$ cat src/verilog/dfsc_consts.vh
// constants for the spread-path codec configuration block
// assumes inclusion by the APB register file and its serializer
`ifndef DFSC_CONSTS_VH
`define DFSC_CONSTS_VH

////////////////////////////////////////////////////////////////
// register indices; byte address is four times the index
`define DFSC_IDX_ENC 6'h03
`define DFSC_IDX_SPARE 6'h04
`define DFSC_IDX_DEC 6'h05
`define DFSC_IDX_SF 6'h06
`define DFSC_IDX_SEED3 6'h07
`define DFSC_IDX_SEED2 6'h08
`define DFSC_IDX_SEED1 6'h09
`define DFSC_IDX_SEED0 6'h0A

////////////////////////////////////////////////////////////////
// reset values
`define DFSC_RST_ENC 8'h01
`define DFSC_RST_SPARE 8'h00
`define DFSC_RST_DEC 8'h01
`define DFSC_RST_SF 8'h22
`define DFSC_RST_SEED3 8'h01
`define DFSC_RST_SEED2 8'h6E
`define DFSC_RST_SEED1 8'hCD
`define DFSC_RST_SEED0 8'h5F

////////////////////////////////////////////////////////////////
// field positions
`define DFSC_ENC_INTLV_ON 0
`define DFSC_ENC_START 1
`define DFSC_ENC_BYTE 2
`define DFSC_ENC_BIT 3
`define DFSC_ENC_INTLV_ORD 4
`define DFSC_ENC_W 5
`define DFSC_DEC_DEINTLV_ON 0
`define DFSC_DEC_TERM 1
`define DFSC_DEC_OUT_ORD 2
`define DFSC_DEC_IN_ORD 3
`define DFSC_DEC_DEINTLV_ORD 4
`define DFSC_DEC_CRC_SPAN 5
`define DFSC_DEC_W 6
`define DFSC_SF_HDR_LO 0
`define DFSC_SF_PAY_LO 4

////////////////////////////////////////////////////////////////
// spreading factor codes and chip counts
`define DFSC_SF_CODE_16 2'h0
`define DFSC_SF_CODE_32 2'h1
`define DFSC_SF_CODE_64 2'h2
`define DFSC_SF_CODE_8 2'h3
`define DFSC_CHIPS_16 7'h10
`define DFSC_CHIPS_32 7'h20
`define DFSC_CHIPS_64 7'h40
`define DFSC_CHIPS_8 7'h08

////////////////////////////////////////////////////////////////
// convolutional code taps, constraint length seven
`define DFSC_POLY_A 7'h5B
`define DFSC_POLY_B 7'h79
`define DFSC_ZERO_BYTE 8'h00

`endif

$ cat src/verilog/dfsc_bit_serial.v
// byte to bit serializer feeding the error-correction encoder
// assumes one clock, loads a byte when ld_ready is high
`include "dfsc_consts.vh"

module dfsc_bit_serial (
  input wire pclk,
  input wire presetn,
  input wire msb_first,
  input wire [7:0] ld_data,
  input wire ld_last,
  input wire ld_valid,
  output reg ld_ready,
  output wire bit_out,
  output wire bit_last,
  output wire bit_valid,
  input wire bit_ready
);

  reg [7:0] shreg;
  reg [2:0] left;
  reg busy;
  reg last_byte;
  wire take_bit;
  wire take_byte;

  ////////////////////////////////////////////////////////////////
  // first bit of the byte always leaves from bit 7 of shreg
  assign bit_out = shreg[7];
  assign bit_valid = busy;
  assign take_bit = busy & bit_ready;
  assign take_byte = ld_valid & ld_ready;
  assign bit_last = last_byte & (left == 3'h0);

  // shift state; order chosen when the byte is loaded
  always @(posedge pclk or negedge presetn) begin
    if (!presetn) begin
      shreg <= 8'h00;
      left <= 3'h0;
      busy <= 1'b0;
      last_byte <= 1'b0;
      ld_ready <= 1'b1;
    end else if (take_byte) begin
      shreg <= msb_first ? ld_data :
        {ld_data[0], ld_data[1], ld_data[2], ld_data[3],
         ld_data[4], ld_data[5], ld_data[6], ld_data[7]};
      left <= 3'h7;
      busy <= 1'b1;
      last_byte <= ld_last;
      ld_ready <= 1'b0;
    end else if (take_bit) begin
      shreg <= {shreg[6:0], 1'b0};
      left <= left - 3'h1;
      busy <= (left != 3'h0);
      ld_ready <= (left == 3'h0); // byte gap of one cycle, keeps ready a flop
    end
  end

endmodule

$ cat src/verilog/dfsc_codec_cfg.v
// spread-path codec configuration: APB register file, transmit
// encoder feed, receive reordering and spreading factor decode
// assumes APB master on pclk; stream partners honour valid/ready
//
// The APB slave port was left to the implementer.
`include "dfsc_consts.vh"

module dfsc_codec_cfg #(
  parameter AW = 8,
  parameter LW = 11
) (
  input wire pclk,
  input wire presetn,
  input wire psel,
  input wire penable,
  input wire pwrite,
  input wire [AW-1:0] paddr,
  input wire [31:0] pwdata,
  output reg [31:0] prdata,
  output reg pready,
  output reg pslverr,
  input wire [7:0] tx_data,
  input wire tx_last,
  input wire tx_valid,
  output reg tx_ready,
  output reg [1:0] coded_bits,
  output reg coded_last,
  output reg coded_valid,
  input wire coded_ready,
  input wire [7:0] deint_data,
  input wire deint_valid,
  output reg [7:0] deint_out,
  output reg deint_out_valid,
  input wire [7:0] dec_data,
  input wire dec_valid,
  output reg [7:0] dec_out,
  output reg dec_out_valid,
  input wire [LW-1:0] rx_length,
  input wire [2:0] crc_length,
  output reg [LW-1:0] crc_span_end,
  output reg interleave_byte_order,
  output reg interleaver_on,
  output reg deinterleaver_on,
  output reg decoder_input_bit_order,
  output reg decoder_termination_select,
  output reg [6:0] payload_chips,
  output reg [6:0] header_chips,
  output reg [24:0] header_gold_seed
);

  ////////////////////////////////////////////////////////////////
  // register storage; only implemented bits exist
  reg [`DFSC_ENC_W-1:0] enc_ctrl;
  reg [`DFSC_DEC_W-1:0] dec_ctrl;
  reg [7:0] spare;
  reg [1:0] payload_spread_factor;
  reg [1:0] header_spread_factor;
  reg [24:0] seed;
  reg [7:0] next_rdata;
  reg next_err;
  wire [5:0] idx;
  wire wr_en;
  wire setup;

  // full-byte reset words, sliced to the implemented fields below
  localparam [7:0] ENC_RST = `DFSC_RST_ENC;
  localparam [7:0] DEC_RST = `DFSC_RST_DEC;
  localparam [7:0] SF_RST = `DFSC_RST_SF;
  localparam [31:0] SEED_RST = {`DFSC_RST_SEED3, `DFSC_RST_SEED2, `DFSC_RST_SEED1, `DFSC_RST_SEED0};

  assign idx = paddr[7:2];
  assign setup = psel & ~penable;
  assign wr_en = psel & penable & pready & pwrite;

  function [7:0] rev8;
    input [7:0] d;
    integer i;
    begin
      for (i = 0; i < 8; i = i + 1)
        rev8[i] = d[7-i];
    end
  endfunction

  function [6:0] chips;
    input [1:0] code;
    begin
      case (code)
        `DFSC_SF_CODE_16: chips = `DFSC_CHIPS_16;
        `DFSC_SF_CODE_32: chips = `DFSC_CHIPS_32;
        `DFSC_SF_CODE_64: chips = `DFSC_CHIPS_64;
        default: chips = `DFSC_CHIPS_8;
      endcase
    end
  endfunction

  ////////////////////////////////////////////////////////////////
  // read mux; reserved bits read zero
  always @* begin
    next_rdata = 8'h00;
    next_err = 1'b0;
    case (idx)
      `DFSC_IDX_ENC: next_rdata = {3'h0, enc_ctrl};
      `DFSC_IDX_SPARE: next_rdata = spare;
      `DFSC_IDX_DEC: next_rdata = {2'h0, dec_ctrl};
      `DFSC_IDX_SF: next_rdata = {2'h0, payload_spread_factor,
        2'h0, header_spread_factor};
      `DFSC_IDX_SEED3: next_rdata = {7'h00, seed[24]};
      `DFSC_IDX_SEED2: next_rdata = seed[23:16];
      `DFSC_IDX_SEED1: next_rdata = seed[15:8];
      `DFSC_IDX_SEED0: next_rdata = seed[7:0];
      default: next_err = 1'b1;
    endcase
  end

  // apb answer: pready rises in the first access cycle, no waits
  always @(posedge pclk or negedge presetn) begin
    if (!presetn) begin
      pready <= 1'b0;
      prdata <= 32'h00000000;
      pslverr <= 1'b0;
    end else begin
      pready <= setup;
      if (setup) begin
        prdata <= pwrite ? 32'h00000000 : {24'h000000, next_rdata};
        pslverr <= next_err;
      end else begin
        pslverr <= 1'b0;
      end
    end
  end

  ////////////////////////////////////////////////////////////////
  // register writes; upper bits of write data are dropped
  always @(posedge pclk or negedge presetn) begin
    if (!presetn) begin
      enc_ctrl <= ENC_RST[`DFSC_ENC_W-1:0];
      dec_ctrl <= DEC_RST[`DFSC_DEC_W-1:0];
      spare <= `DFSC_RST_SPARE;
      payload_spread_factor <= SF_RST[`DFSC_SF_PAY_LO+1:`DFSC_SF_PAY_LO];
      header_spread_factor <= SF_RST[`DFSC_SF_HDR_LO+1:`DFSC_SF_HDR_LO];
      seed <= SEED_RST[24:0];
    end else if (wr_en) begin
      case (idx)
        `DFSC_IDX_ENC: enc_ctrl <= pwdata[`DFSC_ENC_W-1:0];
        `DFSC_IDX_SPARE: spare <= pwdata[7:0];
        `DFSC_IDX_DEC: dec_ctrl <= pwdata[`DFSC_DEC_W-1:0];
        `DFSC_IDX_SF: begin
          payload_spread_factor <= pwdata[`DFSC_SF_PAY_LO+1:`DFSC_SF_PAY_LO];
          header_spread_factor <= pwdata[`DFSC_SF_HDR_LO+1:`DFSC_SF_HDR_LO];
        end
        `DFSC_IDX_SEED3: seed[24] <= pwdata[0];
        `DFSC_IDX_SEED2: seed[23:16] <= pwdata[7:0];
        `DFSC_IDX_SEED1: seed[15:8] <= pwdata[7:0];
        `DFSC_IDX_SEED0: seed[7:0] <= pwdata[7:0];
        default: ;
      endcase
    end
  end

  ////////////////////////////////////////////////////////////////
  // configuration levels leave through flops, one cycle behind
  // the registers; arbitrary length with enables set is not
  // blocked here, software owns that combination
  always @(posedge pclk or negedge presetn) begin
    if (!presetn) begin
      interleave_byte_order <= 1'b0;
      interleaver_on <= 1'b1;
      deinterleaver_on <= 1'b1;
      decoder_input_bit_order <= 1'b0;
      decoder_termination_select <= 1'b0;
      payload_chips <= `DFSC_CHIPS_64;
      header_chips <= `DFSC_CHIPS_64;
      header_gold_seed <= 25'h0000000;
    end else begin
      interleave_byte_order <= enc_ctrl[`DFSC_ENC_INTLV_ORD];
      interleaver_on <= enc_ctrl[`DFSC_ENC_INTLV_ON];
      deinterleaver_on <= dec_ctrl[`DFSC_DEC_DEINTLV_ON];
      decoder_input_bit_order <= dec_ctrl[`DFSC_DEC_IN_ORD];
      decoder_termination_select <= dec_ctrl[`DFSC_DEC_TERM];
      payload_chips <= chips(payload_spread_factor);
      header_chips <= chips(header_spread_factor);
      header_gold_seed <= seed;
    end
  end

  ////////////////////////////////////////////////////////////////
  // transmit feed: last byte zeroed when encoder starts from zero
  wire start_zero;
  wire [7:0] feed_data;
  wire ser_ready;
  wire bit_in;
  wire bit_last;
  wire bit_valid;
  wire bit_ready;
  wire feed_take;

  assign start_zero = ~enc_ctrl[`DFSC_ENC_START];
  assign feed_data = (tx_last & start_zero) ? `DFSC_ZERO_BYTE : tx_data;
  // a byte moves only while tx_ready is shown, so the source sees every take
  assign feed_take = tx_valid & tx_ready;

  dfsc_bit_serial u_ser (
    .pclk(pclk),
    .presetn(presetn),
    .msb_first(enc_ctrl[`DFSC_ENC_BIT]),
    .ld_data(feed_data),
    .ld_last(tx_last),
    .ld_valid(feed_take),
    .ld_ready(ser_ready),
    .bit_out(bit_in),
    .bit_last(bit_last),
    .bit_valid(bit_valid),
    .bit_ready(bit_ready)
  );

  // tx_ready mirrors the serializer one cycle late, so a byte is
  // only counted when both agree; the gap costs a cycle per byte
  always @(posedge pclk or negedge presetn) begin
    if (!presetn)
      tx_ready <= 1'b0;
    else
      tx_ready <= ser_ready & ~feed_take;
  end

  ////////////////////////////////////////////////////////////////
  // rate one-half convolutional encoder with an output slot
  reg [5:0] enc_state;
  wire [6:0] taps;
  wire par_a;
  wire par_b;
  wire bit_take;

  assign bit_ready = ~coded_valid | coded_ready;
  assign bit_take = bit_valid & bit_ready;
  assign taps = {bit_in, enc_state};
  assign par_a = ^(taps & `DFSC_POLY_A);
  assign par_b = ^(taps & `DFSC_POLY_B);

  // state clears at frame end only in zero-start mode
  always @(posedge pclk or negedge presetn) begin
    if (!presetn) begin
      enc_state <= 6'h00;
      coded_bits <= 2'h0;
      coded_last <= 1'b0;
      coded_valid <= 1'b0;
    end else begin
      if (bit_take) begin
        if (bit_last & start_zero)
          enc_state <= 6'h00;
        else
          enc_state <= {bit_in, enc_state[5:1]};
        coded_bits <= enc_ctrl[`DFSC_ENC_BYTE] ? {par_a, par_b} : {par_b, par_a};
        coded_last <= bit_last;
        coded_valid <= 1'b1;
      end else if (coded_ready) begin
        coded_valid <= 1'b0;
      end
    end
  end

  ////////////////////////////////////////////////////////////////
  // receive reordering; bit 7 of each output goes first
  always @(posedge pclk or negedge presetn) begin
    if (!presetn) begin
      deint_out <= 8'h00;
      deint_out_valid <= 1'b0;
      dec_out <= 8'h00;
      dec_out_valid <= 1'b0;
    end else begin
      deint_out_valid <= deint_valid;
      if (deint_valid)
        deint_out <= dec_ctrl[`DFSC_DEC_DEINTLV_ORD] ? rev8(deint_data) : deint_data;
      dec_out_valid <= dec_valid;
      if (dec_valid)
        dec_out <= dec_ctrl[`DFSC_DEC_OUT_ORD] ? dec_data : rev8(dec_data);
    end
  end

  ////////////////////////////////////////////////////////////////
  // crc span end index; both forms drop one byte, the narrower form also drops crc_length more
  always @(posedge pclk or negedge presetn) begin
    if (!presetn)
      crc_span_end <= {LW{1'b0}};
    else if (dec_ctrl[`DFSC_DEC_CRC_SPAN])
      crc_span_end <= rx_length - {{(LW-1){1'b0}}, 1'b1}
        - {{(LW-3){1'b0}}, crc_length};
    else
      crc_span_end <= rx_length - {{(LW-1){1'b0}}, 1'b1};
  end

endmodule

$ cat config.mk
export PLATFORM = sky130hd
export DESIGN_NAME = dfsc_codec_cfg
export DESIGN_NICKNAME = d
export VERILOG_FILES = /design/src/verilog/dfsc_bit_serial.v /design/src/verilog/dfsc_codec_cfg.v
export VERILOG_INCLUDE_DIRS = /design/src /design/src/verilog
export SDC_FILE = /design/constraint.sdc
export NUM_CORES = 1
export LEC_CHECK = 0
export BUFFER_PORTS_ARGS = -buffer_cell sky130_fd_sc_hd__buf_2
export CAP_MARGIN = 20
export CORE_UTILIZATION = 45
export CTS_BUF_LIST = sky130_fd_sc_hd__clkbuf_8
export DETAILED_ROUTE_END_ITERATION = 10
export PLACE_DENSITY = 0.77
export SKIP_LAST_GASP = 1
export SLEW_MARGIN = 20
export SYNTH_ARGS = -nofsm -noshare
export SYNTH_HDL_FRONTEND = slang
export SYNTH_HIERARCHICAL = 1
export SYNTH_SLANG_ARGS = --single-unit
$ cat constraint.sdc
create_clock -name pclk -period 4.1 [get_ports pclk]
set_clock_uncertainty 0.1 [all_clocks]
set_input_delay 0.41 -clock pclk [delete_from_list [all_inputs] [get_ports pclk]]
set_output_delay 0.41 -clock pclk [all_outputs]
set_load 0.05 [all_outputs]
-- After elaboration in Yosys (flattened, before gate mapping)
Cells that the tools add are included.
- flip-flop bits (word level): 180
- output and inout bits: 112
- word-level logic and storage cells: 106
- bitwise operators: 16
- reduce and logical (&&, ||, !) cells: 17
- equality and inequality tests: 12
- mux-type cells: 23
- add/sub/neg operators: 3
- operator list (operator ; number):
    $pmux W8 S8 ; 1
    $mux W8 ; 7
    $pmux W7 S3 ; 2
    $eq A6 B3 Y1 const B ; 4
    $eq A6 B4 Y1 const B ; 3
    $reduce_and A2 Y1 ; 8
    $reduce_xor A7 Y1 ; 2
    $and A1 B1 Y1 ; 11
    $mux W11 ; 1
    $sub A11 B1 Y11 const B ; 1
    $sub A11 B3 Y11 ; 1
    $mux W1 ; 8
    $reduce_or A8 Y1 ; 1
    $eq A6 B2 Y1 const B ; 1
    $mux W3 ; 2
    $mux W6 ; 1
    $eq A2 B1 Y1 const B ; 2
    $eq A2 B2 Y1 const B ; 2
    $logic_not A2 Y1 ; 2
    $not A1 Y1 ; 4
    $reduce_bool A2 Y1 ; 2
    $logic_not A3 Y1 ; 1
    $reduce_bool A3 Y1 ; 1
    $sub A3 B1 Y3 const B ; 1
    2 further kinds ; 2

-- Longest topological paths before layout
- depth in word-level cells: 5
- gate-level depth with buffers: 10
- mapped depth without buffers: 9

-- By module
The synthesis kept the hierarchy.
- by module, submodules not included (module ; sequential area each (um^2) ; cells each ; area an instance (um^2) ; instances):
    dfsc_codec_cfg ; 3434.5 ; 502 ; 6088.3 ; 1
    dfsc_bit_serial ; 351.6 ; 77 ; 792.0 ; 1

-- Worst setup path after synthesis
OpenSTA, ideal clock, no wires.
- path type: input to register
- start point: input rx_length[0]
- end point: register crc_span_end[10]
- setup slack: 1935 ps
- path buffers: 1
- data required time: 3875 ps
- cell stages on the path: 10
- arrival: 1940 ps
- cells stage by stage: inv_1 ha_1 buf_2 xor2_1 ha_1 nor2b_1 nand4_1 o21ba_2 nand4b_1 xnor2_1
- word-level cells in the longest chain between the ends: 3
- RTL lines (element ; line ; source):
    start: declaration ; dfsc_codec_cfg.v:38 ; input wire [LW-1:0] rx_length,
    $sub A11 B1 Y11 (*) ; dfsc_codec_cfg.v:285, dfsc_codec_cfg.v:288 ;
    $sub A11 B3 Y11 ; dfsc_codec_cfg.v:286 ; - {{(LW-3){1'b0}}, crc_length};
    $mux W11 (*) ; dfsc_codec_cfg.v:284 ; else if (dec_ctrl[`DFSC_DEC_CRC_SPAN])
    end signal: assignment ; dfsc_codec_cfg.v:283 ; crc_span_end <= {LW{1'b0}};
    end signal: assignment ; dfsc_codec_cfg.v:285 ; crc_span_end <= rx_length - {{(LW-1){1'b0}}, 1'b1}
    end signal: assignment ; dfsc_codec_cfg.v:288 ; crc_span_end <= rx_length - {{(LW-1){1'b0}}, 1'b1};
    end: declaration ; dfsc_codec_cfg.v:40 ; output reg [LW-1:0] crc_span_end,
Every way passes the cells marked *; elsewhere a longest branch is shown, timed or not.
A chain may end at the register's enable or synchronous reset.

-- Worst setup path after layout
- start point: input rx_length[0]
- end point: register crc_span_end[9]
The elaborated chain is that of the path after synthesis.

==> results.cfg <==
[run_status]
status = finished with violations
violations = DRC

[global_route]
grt.overflow.total = 0
grt_util_met3 = 0.0603
grtUsageMet1 = 0.238
grt_pass1_wl_um = 23300
grt_pass1_vias = 4610
grt_use_total = 0.191
antenna_found_initial = 2
top_usage_layer = met2
grt_max_degree = 82
grt_util_met2 = 0.310

[detailed_routing]
postRouteAntennaNets = 0
wl_um = 14300
drc = 16
wl_per_cell_um = 15.6
vias_per_cell = 5.07
drt-pass1-iter-count = 8
drtIter0Drc = 242
vias = 4640

[clocking]
h-tree-depth = 4
post_cts_buffers = 0
insertion_delay_ns = 0.44
root_buffer = clkbuf_8
cts.sinks = 150
numCtsBuffers = 17
clk_path_buf_depth = 2
cts_tree = yes
cts.repair.resized = 0
clk_pin_slew_ns = 0.08

[sta]
tns_ns = 0
worstMarginPinSlew_ns = 1.09
worst_slack_ns = 1.91
holdWs_ns = 0.0979
max_freq_mhz = 456
rsz0062_at_grt = no
min_period_ns = 2.19
relSlewSlack = 0.275
finalSetupViolations = 0
finalHoldViolations = 0
post-route-period-util = 0.535
slew_violations = 0

[critical_path]
crit_required_ns = 4.35
crit_fanout = 8
startpoint_type = input port
reg2reg_from = pready
critPathKind = in2reg
crit_path_end_kind = register
rr_worst_depth = 4
regToRegSetupSlack_ns = 2.07
critPathArrivalTime_ns = 2.45
reg2reg_to = seed[20]

[hold_path]
min_from = tx_last
whs_endpoint = u_ser/last_byte
min_path_cells = 2
hp-class = in2reg

[place]
dpl.hpwl_um = 9930
portBuffers = 143
preCtsSetupSlack_ns = 1.48
gp_congestion = 0.807

[synthesis]
async_flop_share = 1.00
yosysSeqAreaShare = 0.550
syn_area_per_cell_um2 = 11.9
syn-instance-count = 579
ys.flop_type = dfrtp_1
synth_edf_count = 0
ys_warn_count = 6
synthesis.area_um2 = 6880
ys_ff_latch = 150
yosysUniqueCellTypes = 66

[flow_run]
drv_cap = 0

[power_and_ir_drop]
leakage_nw = 3.94
ir_drop_mv = 0.214
p_per_area_nw_per_um2 = 378
total_power_mw = 3.02

[floorplanning]
die_x_um = 126
dieArea_um2 = 15800
die_h_um = 126
pin_count = 200
num_rows = 44
start_util = 0.468
coreArea_um2 = 14700

[cells_and_area]
multi_input_comb_area_um2 = 2790
finalNetCount = 812
layout_commonest_cell = buf_2
regArea_um2 = 3790
drive_gt1_frac = 0.375
area_delta_synth_final_pct = 16.1
fillCellCount = 1272
final_cell_mix = buf_2 (142), dfrtp_1 (124), nand2_1 (61), mux2_2 (40), mux2i_1 (32)
final_core_util = 0.544
-- flip-flops by register name, indices dropped and copies added (netlist names), 3 cells and up --
name	cells
u_ser/left	3
prdata	8
header_chips	4
enc_state	6
spare	8
dec_out	8
enc_ctrl	5
u_ser/shreg	8
seed	25
deint_out	8
header_gold_seed	25
payload_chips	4
crc_span_end	11
dec_ctrl	6
-- cells in the mapped netlist, types with 2 or more instances --
master | count | area, um^2
o2111ai_1 | 2 | 17.5
buf_6 | 4 | 45.0
mux2_2 | 40 | 450
nor2_2 | 2 | 12.5
and2b_1 | 3 | 22.5
buf_4 | 31 | 233
clkbuf_1 | 13 | 48.8
and3_2 | 2 | 15.0
a31oi_1 | 7 | 43.8
nand3_1 | 11 | 55.1
nor3b_2 | 2 | 25.0
a22o_1 | 2 | 17.5
a211oi_2 | 7 | 87.6
o21ai_0 | 21 | 105
nor3_1 | 2 | 10.0
nand4b_1 | 4 | 35.0
inv_1 | 10 | 37.5
nand2_4 | 2 | 22.5
a21oi_1 | 25 | 125
xor2_1 | 11 | 96.3
a22oi_1 | 4 | 30.0
buf_2 | 6 | 30.0
nor2_1 | 29 | 109
dfrtp_1 | 124 | 3100
xnor2_1 | 12 | 105
and2_1 | 16 | 100
nor2b_1 | 13 | 81.3
ha_1 | 6 | 75.1
dfstp_2 | 26 | 683
mux2_4 | 8 | 120
nand2b_1 | 7 | 43.8
mux2i_1 | 32 | 320
nand2_1 | 61 | 229
a221o_2 | 2 | 22.5
-- cells by family (layout without fill, tap and decap cells) --
group | after synthesis | in the layout | synth area share
compound gates | 82 | 82 | 0.0793
flops | 150 | 150 | 0.550
other cells | 1 | 32 | 0.000545
fa+ha+maj | 7 | 7 | 0.0138
buf+inv | 65 | 187 | 0.0595
xor+xnor | 23 | 23 | 0.0293
simple gates | 169 | 169 | 0.133
mux | 82 | 82 | 0.134
-- routing by layer --
layer | up-vias | routed length [um] | part of all wire
met5 | - | 0 | 0
met4 | 0 | 270 | 0.019
met3 | 20 | 931 | 0.065
met2 | 151 | 6790 | 0.48
met1 | 2262 | 6300 | 0.44
li1 | 2207 | - | -
-- power breakdown --
| part | switching, mW | internal (mW) |
|---|---|---|
| Sequential | 0.0197 | 1.52 |
| Clock | 0.528 | 0.577 |
| Combinational | 0.291 | 0.0908 |
| Total | 0.839 | 2.19 |
-- layout make-up --
class | instances | share of cell area
antenna | 2 | 0.000626
tap | 184 | 0.0288
timing repair buffer | 145 | 0.0941
clock inverter | 12 | 0.0139
inverter | 10 | 0.00470
sequential | 150 | 0.474
multi-input combinational | 393 | 0.350
clock buffer | 20 | 0.0344
-- critical path: stages --
cell	delay, ns
buf_2	0.17
inv_1	0.06
ha_1	0.30
inv_1	0.10
ha_1	0.23
nor2b_1	0.12
o21ai_0	0.32
o2111ai_1	0.26
nor3b_1	0.30
xnor2_1	0.17
-- worst max path at each step --
stage                                  end  cells past startpoint  slack (ns)          from
final                      crc_span_end[9]                     10        1.91  rx_length[0]
after global routing       crc_span_end[9]                     10        1.78  rx_length[0]
after CTS                  crc_span_end[9]                     10        1.95  rx_length[0]
after detailed placement   crc_span_end[9]                     10        1.48  rx_length[0]
after global placement    crc_span_end[10]                     10        1.56  rx_length[0]
after floorplan           crc_span_end[10]                     10        1.94  rx_length[0]
-- repair_timing --
action                                  CTS  global route
hold buffers                              1             0
endpoints found under the setup margin    0             0
endpoints found under the hold margin    65             0
-- through the flow --
stage | std cells | area (um^2)
after global placement | 881 | 7590
after global routing | 915 | 7990
final | 916 | 7990
after floorplan | 608 | 6990
after CTS | 914 | 7990
after detailed placement | 881 | 7590
Note: power is estimated with default switching activity, not from simulation.
